### config.mk
export PLATFORM = sky130hd
export DESIGN_NAME = tpcc_top
export DESIGN_NICKNAME = d
export VERILOG_FILES = /design/src/shared/tpcc_pkg.sv /design/src/logic/tpcc_top.sv
export SDC_FILE = /design/constraint.sdc
export NUM_CORES = 1
export LEC_CHECK = 0
export BUFFER_PORTS_ARGS = -buffer_cell sky130_fd_sc_hd__buf_2
export CAP_MARGIN = 20
export CORE_UTILIZATION = 42
export DETAILED_ROUTE_END_ITERATION = 6
export GPL_TIMING_DRIVEN = 0
export MAX_ROUTING_LAYER = met4
export PLACE_DENSITY = 0.8
export SLEW_MARGIN = 20
export SYNTH_ARGS = -nofsm -noshare
export SYNTH_HDL_FRONTEND = slang
export SYNTH_SLANG_ARGS = --single-unit
### constraint.sdc
create_clock -name clk_in -period 2.7 [get_ports clk_in]
set_clock_uncertainty 0.05 [all_clocks]
set_input_delay 0 -clock clk_in [delete_from_list [all_inputs] [get_ports clk_in]]
set_output_delay 0 -clock clk_in [all_outputs]
set_load 0.005 [all_outputs]
### src/shared/tpcc_pkg.sv
// tpcc_pkg: constants for the timer pair common control block
// assumes a 25 MHz system clock and an avalon-mm register slave
// Function
// power register holds four per-timer clock enables
// pair enable low withholds clock from both
// software enables pair before touching controls
// combine low: each timer to own pins
// combine high: AND of outputs on upper
// combine high: lower pins held high; code drives them from func_out_lower_in instead
// cascade bit selects 8-bit or 16-bit chain
// upper run starts, stops, clears upper/pair
// lower run starts; clearing stops and zeroes
// deep stop entry clears both run bits
// control register upper nibble reads zero
// combine and cascade frozen while running
// start write also updates combine and cascade
// cascaded modes use upper clock select
// stopped low clock gives no source clock
// full-speed clock select divider map
// slow modes allow only codes 000,001,111
// event modes count pin; cascade uses lower pin; code gives the upper timer no pin outside cascade
package tpcc_pkg;
	localparam logic [11:0] TPCC_CTRL_OFS = 12'h02c;
	localparam logic [11:0] TPCC_PWR_OFS = 12'hf74;
	localparam logic [11:0] TPCC_CNT_OFS = 12'h030;
	localparam logic [7:0] TPCC_CTRL_RST = 8'h00;
	localparam logic [7:0] TPCC_PWR_RST = 8'h00;
	localparam int TPCC_B_RUN_LO = 0;
	localparam int TPCC_B_RUN_UP = 1;
	localparam int TPCC_B_CASC = 2;
	localparam int TPCC_B_COMB = 3;
	localparam int TPCC_B_PAIR_EN = 4;
	localparam logic [7:0] TPCC_PWR_MASK = 8'h33;
	localparam int TPCC_PRE_W = 11;
	localparam int TPCC_LOWDIV_W = 4;
	typedef enum logic [1:0] {
		TPCC_SRC_GEAR = 2'b00,
		TPCC_SRC_LOW = 2'b01,
		TPCC_SRC_PIN = 2'b10,
		TPCC_SRC_NONE = 2'b11
	} tpcc_src_e;
endpackage

### src/logic/tpcc_top.sv
// tpcc_top: shared control of an 8-bit timer pair with a demo counter core
// assumes avalon-mm master on clk_in; low clock and event pin are asynchronous levels
//
// The Avalon-MM interface to the registers was chosen for this implementation.
`timescale 1ns/100ps
`default_nettype none
module tpcc_top (
	// clock and reset
	input wire logic clk_in,
	input wire logic resetn_in,
	// avalon-mm slave
	input wire logic [11:0] address_in,
	input wire logic read_in,
	input wire logic write_in,
	input wire logic [31:0] writedata_in,
	input wire logic [3:0] byteenable_in,
	output logic [31:0] readdata_out,
	output logic waitrequest_out,
	// system state
	input wire logic deep_stop_in,
	input wire logic slow_mode_in,
	input wire logic low_clk_sel_in,
	input wire logic low_clk_osc_in,
	input wire logic low_freq_clock_in,
	input wire logic event_input_pin_in,
	input wire logic [1:0] ext_src_in,
	input wire logic [2:0] clk_sel_lower_in,
	input wire logic [2:0] clk_sel_upper_in,
	// timer outputs from the mode logic
	input wire logic tmr_lower_in,
	input wire logic tmr_upper_in,
	input wire logic func_out_lower_in,
	// pins and clock enables
	output logic width_pulse_pin_lower_out,
	output logic prog_pulse_pin_lower_out,
	output logic width_pulse_pin_upper_out,
	output logic prog_pulse_pin_upper_out,
	output logic [3:0] unit_clk_en_out,
	output logic [1:0] tick_out,
	output logic [15:0] count_out
);
	import tpcc_pkg::*;

	////////////////////////////////////////////////////////////////////////
	logic [7:0] pwr_reg;
	logic [3:0] ctrl_reg;
	logic ack_reg;
	logic [31:0] rdata_reg;
	logic wr_ctrl, wr_pwr, pair_en, running;
	logic [2:0] lo_sync_reg, pin_sync_reg;
	logic [TPCC_PRE_W-1:0] pre_reg;
	logic [TPCC_LOWDIV_W-1:0] lowdiv_reg;
	logic [7:0] cnt_lo_reg, cnt_up_reg;
	logic tick_lo, tick_up, low_edge, pin_fall;
	logic lo_lvl_reg, pin_lvl_reg;

	function automatic logic gear_tick(input logic [2:0] sel, input logic [10:0] pre);
		case (sel)
			3'h0: gear_tick = &pre[10:0];
			3'h1: gear_tick = &pre[9:0];
			3'h2: gear_tick = &pre[7:0];
			3'h3: gear_tick = &pre[5:0];
			3'h4: gear_tick = &pre[3:0];
			3'h5: gear_tick = &pre[1:0];
			3'h6: gear_tick = pre[0];
			default: gear_tick = 1'b1;
		endcase
	endfunction

	// low clock edges divided by 16, 8 or 4 for codes 000, 001, 111
	function automatic logic low_tick(input logic [2:0] sel, input logic [3:0] dv, input logic e);
		case (sel)
			3'h0: low_tick = e & (&dv[3:0]);
			3'h1: low_tick = e & (&dv[2:0]);
			3'h7: low_tick = e & (&dv[1:0]);
			default: low_tick = 1'b0;
		endcase
	endfunction

	function automatic logic src_tick(input logic ext, input logic [2:0] sel, input logic g,
			input logic l, input logic p);
		logic low_path;
		low_path = slow_mode_in || (low_clk_sel_in && (sel == 3'h0 || sel == 3'h1));
		if (ext)
			src_tick = p;
		else if (low_path)
			src_tick = low_clk_osc_in && l;
		else
			src_tick = g;
	endfunction

	////////////////////////////////////////////////////////////////////////
	// bus slave: one wait cycle, then answer
	assign waitrequest_out = (read_in || write_in) && !ack_reg;
	assign wr_ctrl = write_in && ack_reg && address_in == TPCC_CTRL_OFS && byteenable_in[0];
	assign wr_pwr = write_in && ack_reg && address_in == TPCC_PWR_OFS && byteenable_in[0];
	assign readdata_out = rdata_reg;

	always_ff @(posedge clk_in) begin
		if (!resetn_in)
			ack_reg <= 1'b0;
		else
			ack_reg <= (read_in || write_in) && !ack_reg;
	end

	always_ff @(posedge clk_in) begin
		if (!resetn_in)
			rdata_reg <= 32'h0000_0000;
		else if (read_in && !ack_reg) begin
			case (address_in)
				TPCC_CTRL_OFS: rdata_reg <= {28'h000_0000, ctrl_reg};
				TPCC_PWR_OFS: rdata_reg <= {24'h00_0000, pwr_reg};
				TPCC_CNT_OFS: rdata_reg <= {16'h0000, cnt_up_reg, cnt_lo_reg};
				default: rdata_reg <= 32'h0000_0000;
			endcase
		end
	end

	////////////////////////////////////////////////////////////////////////
	always_ff @(posedge clk_in) begin
		if (!resetn_in)
			pwr_reg <= TPCC_PWR_RST;
		else if (wr_pwr)
			pwr_reg <= writedata_in[7:0];
	end
	assign pair_en = pwr_reg[TPCC_B_PAIR_EN];
	assign unit_clk_en_out = {pwr_reg[5], pwr_reg[4], pwr_reg[1], pwr_reg[0]};
	assign running = ctrl_reg[TPCC_B_RUN_LO] || ctrl_reg[TPCC_B_RUN_UP];

	always_ff @(posedge clk_in) begin
		if (!resetn_in)
			ctrl_reg <= TPCC_CTRL_RST[3:0];
		else if (deep_stop_in) begin
			ctrl_reg[TPCC_B_RUN_LO] <= 1'b0;
			ctrl_reg[TPCC_B_RUN_UP] <= 1'b0;
		end else if (wr_ctrl) begin
			ctrl_reg[TPCC_B_RUN_LO] <= writedata_in[TPCC_B_RUN_LO];
			ctrl_reg[TPCC_B_RUN_UP] <= writedata_in[TPCC_B_RUN_UP];
			if (!running) begin
				ctrl_reg[TPCC_B_CASC] <= writedata_in[TPCC_B_CASC];
				ctrl_reg[TPCC_B_COMB] <= writedata_in[TPCC_B_COMB];
			end
		end
	end

	////////////////////////////////////////////////////////////////////////
	// three-stage synchronisers; change counts when stages two and three agree
	always_ff @(posedge clk_in) begin
		if (!resetn_in) begin
			lo_sync_reg <= 3'h0;
			pin_sync_reg <= 3'h7;
		end else begin
			lo_sync_reg <= {lo_sync_reg[1:0], low_freq_clock_in};
			pin_sync_reg <= {pin_sync_reg[1:0], event_input_pin_in};
		end
	end
	// a level is taken once stages two and three agree
	always_ff @(posedge clk_in) begin
		if (!resetn_in) begin
			lo_lvl_reg <= 1'b0;
			pin_lvl_reg <= 1'b1;
		end else begin
			if (lo_sync_reg[1] == lo_sync_reg[2])
				lo_lvl_reg <= lo_sync_reg[2];
			if (pin_sync_reg[1] == pin_sync_reg[2])
				pin_lvl_reg <= pin_sync_reg[2];
		end
	end
	assign low_edge = lo_sync_reg[1] == lo_sync_reg[2] && lo_sync_reg[2] && !lo_lvl_reg;
	assign pin_fall = pin_sync_reg[1] == pin_sync_reg[2] && !pin_sync_reg[2] && pin_lvl_reg;

	// prescalers run only while the pair clock is enabled
	always_ff @(posedge clk_in) begin
		if (!resetn_in) begin
			pre_reg <= '0;
			lowdiv_reg <= '0;
		end else if (pair_en) begin
			pre_reg <= pre_reg + 1'b1;
			if (low_edge && low_clk_osc_in)
				lowdiv_reg <= lowdiv_reg + 1'b1;
		end
	end

	always_comb begin
		tick_lo = pair_en && src_tick(ext_src_in[0], clk_sel_lower_in,
			gear_tick(clk_sel_lower_in, pre_reg), low_tick(clk_sel_lower_in, lowdiv_reg, low_edge),
			pin_fall);
		// cascade takes upper select and the lower pin
		tick_up = pair_en && src_tick(ext_src_in[1], clk_sel_upper_in,
			gear_tick(clk_sel_upper_in, pre_reg), low_tick(clk_sel_upper_in, lowdiv_reg, low_edge),
			ctrl_reg[TPCC_B_CASC] ? pin_fall : 1'b0);
	end
	assign tick_out = {tick_up, tick_lo};

	////////////////////////////////////////////////////////////////////////
	// cascade: lower byte counts upper ticks, its carry steps the upper byte
	always_ff @(posedge clk_in) begin
		if (!resetn_in)
			cnt_lo_reg <= 8'h00;
		else if (ctrl_reg[TPCC_B_CASC]) begin
			if (!ctrl_reg[TPCC_B_RUN_UP])
				cnt_lo_reg <= 8'h00;
			else if (tick_up)
				cnt_lo_reg <= cnt_lo_reg + 8'h01;
		end else if (!ctrl_reg[TPCC_B_RUN_LO])
			cnt_lo_reg <= 8'h00;
		else if (tick_lo)
			cnt_lo_reg <= cnt_lo_reg + 8'h01;
	end

	always_ff @(posedge clk_in) begin
		if (!resetn_in)
			cnt_up_reg <= 8'h00;
		else if (!ctrl_reg[TPCC_B_RUN_UP])
			cnt_up_reg <= 8'h00;
		else if (ctrl_reg[TPCC_B_CASC]) begin
			if (tick_up && cnt_lo_reg == 8'hff)
				cnt_up_reg <= cnt_up_reg + 8'h01;
		end else if (tick_up)
			cnt_up_reg <= cnt_up_reg + 8'h01;
	end
	assign count_out = {cnt_up_reg, cnt_lo_reg};

	////////////////////////////////////////////////////////////////////////
	// combine hides timer 00 from its own pins
	always_ff @(posedge clk_in) begin
		if (!resetn_in) begin
			width_pulse_pin_lower_out <= 1'b1;
			prog_pulse_pin_lower_out <= 1'b1;
			width_pulse_pin_upper_out <= 1'b1;
			prog_pulse_pin_upper_out <= 1'b1;
		end else if (ctrl_reg[TPCC_B_COMB]) begin
			width_pulse_pin_lower_out <= func_out_lower_in;
			prog_pulse_pin_lower_out <= func_out_lower_in;
			width_pulse_pin_upper_out <= tmr_lower_in & tmr_upper_in;
			prog_pulse_pin_upper_out <= tmr_lower_in & tmr_upper_in;
		end else begin
			width_pulse_pin_lower_out <= tmr_lower_in;
			prog_pulse_pin_lower_out <= tmr_lower_in;
			width_pulse_pin_upper_out <= tmr_upper_in;
			prog_pulse_pin_upper_out <= tmr_upper_in;
		end
	end
endmodule // tpcc_top
`default_nettype wire

# After elaboration in Yosys (flattened, before gate mapping)
# Cells that the tools add are included.
[word_totals]
ff_bits = 86
latchBits = 0
ram_bits = 0
rom_bits = 0
input_bits = 69
output_inout_bits = 59
mem_count = 0
[classes]
addsub = 4
multipliers = 0
div = 0
n_lt_le_gt_ge = 0
n_eq_ne = 23
n_shift = 0
mux = 20
bitwise = 7
n_reduce_logical = 46
[op_table]
columns = ["cell", "n"]
rows = [
  ["8-bit 2-to-1 mux", 8],
  ["16-bit one-hot mux with 3 select lines", 1],
  ["12-bit by 6-bit == test with 1-bit output, second input constant", 2],
  ["3-bit == test, second input constant", 8],
  ["1-bit logical AND", 19],
  ["8-bit by 1-bit adder with 8-bit output, second input constant", 2],
  ["1-bit one-hot mux with 7 select lines", 2],
  ["12-bit == test, second input constant", 1],
  ["3-bit by 2-bit == test with 1-bit output, second input constant", 4],
  ["2-bit AND reduction", 6],
  ["11-bit by 1-bit adder with 11-bit output, second input constant", 1],
  ["11-bit AND reduction", 1],
  ["10-bit AND reduction", 1],
  ["8-bit == test, second input constant", 1],
  ["4-bit AND reduction", 2],
  ["8-bit AND reduction", 1],
  ["1-bit 2-to-1 mux", 7],
  ["3-bit by 1-bit == test with 1-bit output, second input constant", 2],
  ["3-bit logical NOT", 2],
  ["1-bit logical OR", 6],
  ["1-bit one-hot mux with 3 select lines", 2],
  ["3-bit AND reduction", 2],
  ["6-bit AND reduction", 1],
  ["4-bit by 1-bit adder with 4-bit output, second input constant", 1],
  ["9 further kinds", 17],
]

# Longest topological paths before layout
[depth]
depth_word = 12
ltp_mapped = 10

# Worst setup path before layout
# No wires, ideal clock.
[synth_path]
kind = "register -> register"
startpoint = "register lowdiv_reg[0]"
endpoint = "register cnt_up_reg[7]"
setup_ps = 71
t_arrival_ps = 2227
required_ps = 2579
setup_slack_ps = 353
path_stages_with_launch = 10
n_path_buf = 1
cell_sequence = "dfxtp_1 -> ha_1 -> nand3_1 -> or4_4 -> a311oi_2 -> o221a_1 -> buf_6 -> nand4_4 -> or3_1 -> a21oi_1"
[synth_between]
elab_chain_len = 10
[synth_rtl]
columns = ["item", "line", "source"]
rows = [
  ["from (decl)", "tpcc_top.sv:52", "logic [TPCC_LOWDIV_W-1:0] lowdiv_reg;"],
  ["from (signal assigned)", "tpcc_top.sv:180", "lowdiv_reg <= lowdiv_reg + 1'b1;"],
  ["4-bit AND reduction, or another cell as far along", "tpcc_top.sv:73", "3'h0: low_tick = e & (&dv[3:0]);"],
  ["1-bit bitwise AND, on equally long branches", "tpcc_top.sv:73, tpcc_top.sv:74, tpcc_top.sv:75", ""],
  ["1-bit one-hot mux with 3 select lines *", "tpcc_top.sv:72", "case (sel)"],
  ["1-bit logical AND *", "tpcc_top.sv:87", "src_tick = low_clk_osc_in && l;"],
  ["1-bit 2-to-1 mux *", "tpcc_top.sv:86", "else if (low_path)"],
  ["1-bit 2-to-1 mux *", "tpcc_top.sv:84", "if (ext)"],
  ["1-bit logical AND *", "tpcc_top.sv:189", "tick_up = pair_en && src_tick(ext_src_in[1], clk_sel_upper_in,"],
  ["1-bit logical AND", "tpcc_top.sv:217", "if (tick_up && cnt_lo_reg == 8'hff)"],
  ["2-bit by 1-bit inequality test with 1-bit output (no source line)", "n/a", ""],
  ["2-bit AND reduction (no source line) *", "n/a", ""],
  ["to (signal assigned)", "tpcc_top.sv:218", "cnt_up_reg <= cnt_up_reg + 8'h01;"],
  ["to (signal assigned)", "tpcc_top.sv:220", "cnt_up_reg <= cnt_up_reg + 8'h01;"],
  ["to (decl)", "tpcc_top.sv:53", "logic [7:0] cnt_lo_reg, cnt_up_reg;"],
]
# Every way passes the cells marked *; elsewhere a longest branch is shown, timed or not.
# A chain may end at the register's enable or synchronous reset.

# Worst setup path after layout
[layout_path]
startpoint = "register lowdiv_reg[0]"
endpoint = "register cnt_lo_reg[6]"
[layout_between]
elab_chain_len = 9
[layout_rtl]
columns = ["item", "line", "source"]
rows = [
  ["4-bit AND reduction, or another cell as far along", "tpcc_top.sv:73", ""],
  ["1-bit bitwise AND, on equally long branches", "tpcc_top.sv:73, tpcc_top.sv:74, tpcc_top.sv:75", ""],
  ["1-bit one-hot mux with 3 select lines *", "tpcc_top.sv:72", ""],
  ["1-bit logical AND *", "tpcc_top.sv:87", ""],
  ["1-bit 2-to-1 mux *", "tpcc_top.sv:86", ""],
  ["1-bit 2-to-1 mux *", "tpcc_top.sv:84", ""],
  ["1-bit logical AND *", "tpcc_top.sv:189", ""],
  ["via tick_up", "tpcc_top.sv:54", "logic tick_lo, tick_up, low_edge, pin_fall;"],
  ["3-bit by 2-bit inequality test with 1-bit output (no source line) *", "n/a", ""],
  ["2-bit AND reduction (no source line) *", "n/a", ""],
  ["to (signal assigned)", "tpcc_top.sv:204", "cnt_lo_reg <= cnt_lo_reg + 8'h01;"],
  ["to (signal assigned)", "tpcc_top.sv:208", "cnt_lo_reg <= cnt_lo_reg + 8'h01;"],
  ["to (decl)", "tpcc_top.sv:53", ""],
]
# The timed path passes the listed nets; every way through them passes the cells marked *.

==> impl_metrics.ini <==
[timing]
whs_ns = 0.09694
period_share_pct = 96.58
max_freq_mhz = 383.5
finalHoldViolCount = 0
finalMaxSlewViolations = 0
post-route-min-period_ns = 2.608
setup_viol_count_final = 0
max_slew.worst_pin.slew_ns = 0.9504
slew_headroom_pct = 36.15

[synth]
syn_area_sq_mm = 0.003551
synth_top_area_share_pct = 39.46
yosys.area.top_type = dfxtp_1
syn_area_per_cell_sq_um = 8.944
synth_edf_count = 0
synth.distinct_cells = 57
synth-async-reset-ratio_pct = 0
yosysMostFrequentCell = dfxtp_1
synth.top_cells.by_area = dfxtp_1, mux2i_1, buf_4
synth-main-ff-cell = dfxtp_1
synth_seq_cells = 70
ys_seq_area_share_pct = 39.46
synthTopCellsByCount = dfxtp_1, nand2_1, buf_4
synth_cells = 397
yosys_warnings = 0

[grt]
grt_usage_pct = 22.27
grt_overflow = 0
antenna_found_initial = 0
grt_pass1_vias = 3156
grt_max_degree = 14
grt_pass1_wl_um = 14640

[flow_run]
cap_violations = 0

[clock_network]
cts_setup_buffers = 0
cts_buffer_depth = 2
cts-root-buf = clkbuf_8
clkSinkCount = 70
cts_buffers = 9
cts.clk_slew.worst_paths_ns = 0.08
htreeDepth = 3
cts_tree = built
clock_latency_ns = 0.36

[worst_setup_path]
cp_max_fo = 10
arrival_ns = 2.82
worstPathRequired_ns = 2.92
path_class = reg -> reg
setup.worst_path.end_class = flop
cp-start-kind = flop

[run_status]
outcome = complete, but fails checks
violations = DRC

[floorplan]
die_height_um = 93.95
fp.dieW_um = 93.95
rows = 33
core_sq_mm = 0.008217
initial_core_util_pct = 43.22
die_area_sq_mm = 0.008827
io_pins = 128

[cells_and_area]
drive_above_1_share_pct = 27.74
post-route-util_pct = 56.10
diodes = 0
area_growth_pct = 29.81
nNetsFinal = 601
stdcell_area_sq_mm = 0.004609
final_cells = 635
register_area_sq_mm = 0.001404
fillCellCount = 737
largest_reg_flops = 16
multi_input_area_sq_mm = 0.001957

[drt]
post_drt_wl_per_cell_um = 14.49
finalWirelength_um = 9199
drc = 8
drt_first_pass_iters = 7
dr.first_iter.drc_count = 151
final_antenna_net_count = 0
vias_per_cell = 5.238
vias = 3326

[placement]
gp_congestion = 0.8937
place.detailed.hpwl_um = 6622
dpl_cell_area_sq_mm = 0.004154
port_buffers = 83
place_inst = 600

[power_and_ir_drop]
p_per_area_mw_per_mm2 = 468.1
p_sw_w = 0.0005048
cellInternalPower_w = 0.001653
p_leak_nw = 1.944
pwr-share-comb_pct = 7.9
switching_share_pct = 23.39
p_clk_share_pct = 43.4
ir_worst_vdd_uv = 255.9
p_seq_share_pct = 48.7

[hold_path]
hold_class = in -> reg
-- power groups by stage --
stage,Clock [W],Sequential [W],Combinational [W]
4_1_cts,0.000953,0.00105,0.000166
5_1_grt,0.000997,0.00105,0.000189
3_3_place_gp,0,0.00107,0.000143
3_5_place_dp,0,0.00107,0.000147
6_report,0.000937,0.00105,0.000171
2_1_floorplan,0,0.00107,0.0000803
-- area by class of cell --
class | count | area share, %
Sequential cell | 70 | 30.46
Multi-Input combinational cell | 293 | 42.45
Buffer | 43 | 5.809
Tap cell | 105 | 2.850
Inverter | 6 | 0.4886
Timing Repair Buffer | 102 | 13.14
Clock inverter | 7 | 2.117
Clock buffer | 9 | 2.687
-- path summary, 6_finish.rpt --
path	startpoint	to	slack, ns	cells after the start
setup / recovery	lowdiv_reg[0]	cnt_lo_reg[6]	0.09	9
hold reg to reg	pin_sync_reg[1]	pin_sync_reg[2]	0.38	2
hold / removal	deep_stop_in	ctrl_reg[3]	0.1	4
setup reg to reg	lowdiv_reg[0]	cnt_lo_reg[6]	0.09	9
-- repair_timing --
item / CTS / global route
endpoints found under the hold margin: 18 / 0
hold buffers: 19 / 0
setup endpoints to repair: 0 / 5
gates resized for setup: 0 / 8
-- through the flow --
step | total power (W) | setup TNS (ns) | setup slack (ns)
after global routing | 0.002237 | -0.01910 | -0.01910
after global placement | 0.001217 | 0 | 0.09690
after CTS | 0.002169 | 0 | 0.0007239
after detailed placement | 0.001221 | 0 | 0.04359
final | 0.002158 | 0 | 0.09236
after floorplan | 0.001153 | 0 | 0.3525
-- critical path, stage by stage (launching register included) --
cell      delay, ns
dfxtp_2        0.38
ha_4           0.17
nand3_1        0.12
or4_4          0.45
a311oi_4       0.34
o22a_2         0.22
o32ai_1        0.09
buf_2          0.20
nand2b_4       0.19
o32ai_2        0.30
-- metal layers --
metal | up-vias | wire, um | track usage (%)
met5 | - | 0 | -
met4 | 0 | 188 | 9.231
met3 | 16 | 558 | 4.369
met2 | 132 | 4433 | 37.41
met1 | 1546 | 4019 | 25.99
li1 | 1632 | - | -
-- cells by family (layout without fill, tap and decap cells) --
family / count (synthesis) / count (layout) / share of synthesized area [%]
other: 1 / 16 / 0.1056
DFF: 70 / 70 / 39.46
and+or+nand+nor: 170 / 170 / 27.03
AOI/OAI and AO/OA: 64 / 64 / 13.18
muxes: 19 / 19 / 5.391
xor gates and xnor gates: 17 / 17 / 4.193
adders and majority gates: 7 / 7 / 2.466
buffers and inverters: 49 / 167 / 8.175
-- placed cells by master, fill, tap and decap left out, types with 15 or more instances in the layout --
cell / synthesis / final
buf_2: 5 / 88
nand3_1: 22 / 22
a21boi_0: 15 / 15
nor2_1: 21 / 21
nand2_1: 38 / 38
nor2b_1: 15 / 15
buf_4: 24 / 24
dlygate4sd3_1: 0 / 19
conb_1: 1 / 16
dfxtp_1: 70 / 68
and2_1: 15 / 15
mux2i_1: 18 / 18
Power figures use the tool's default switching activity.
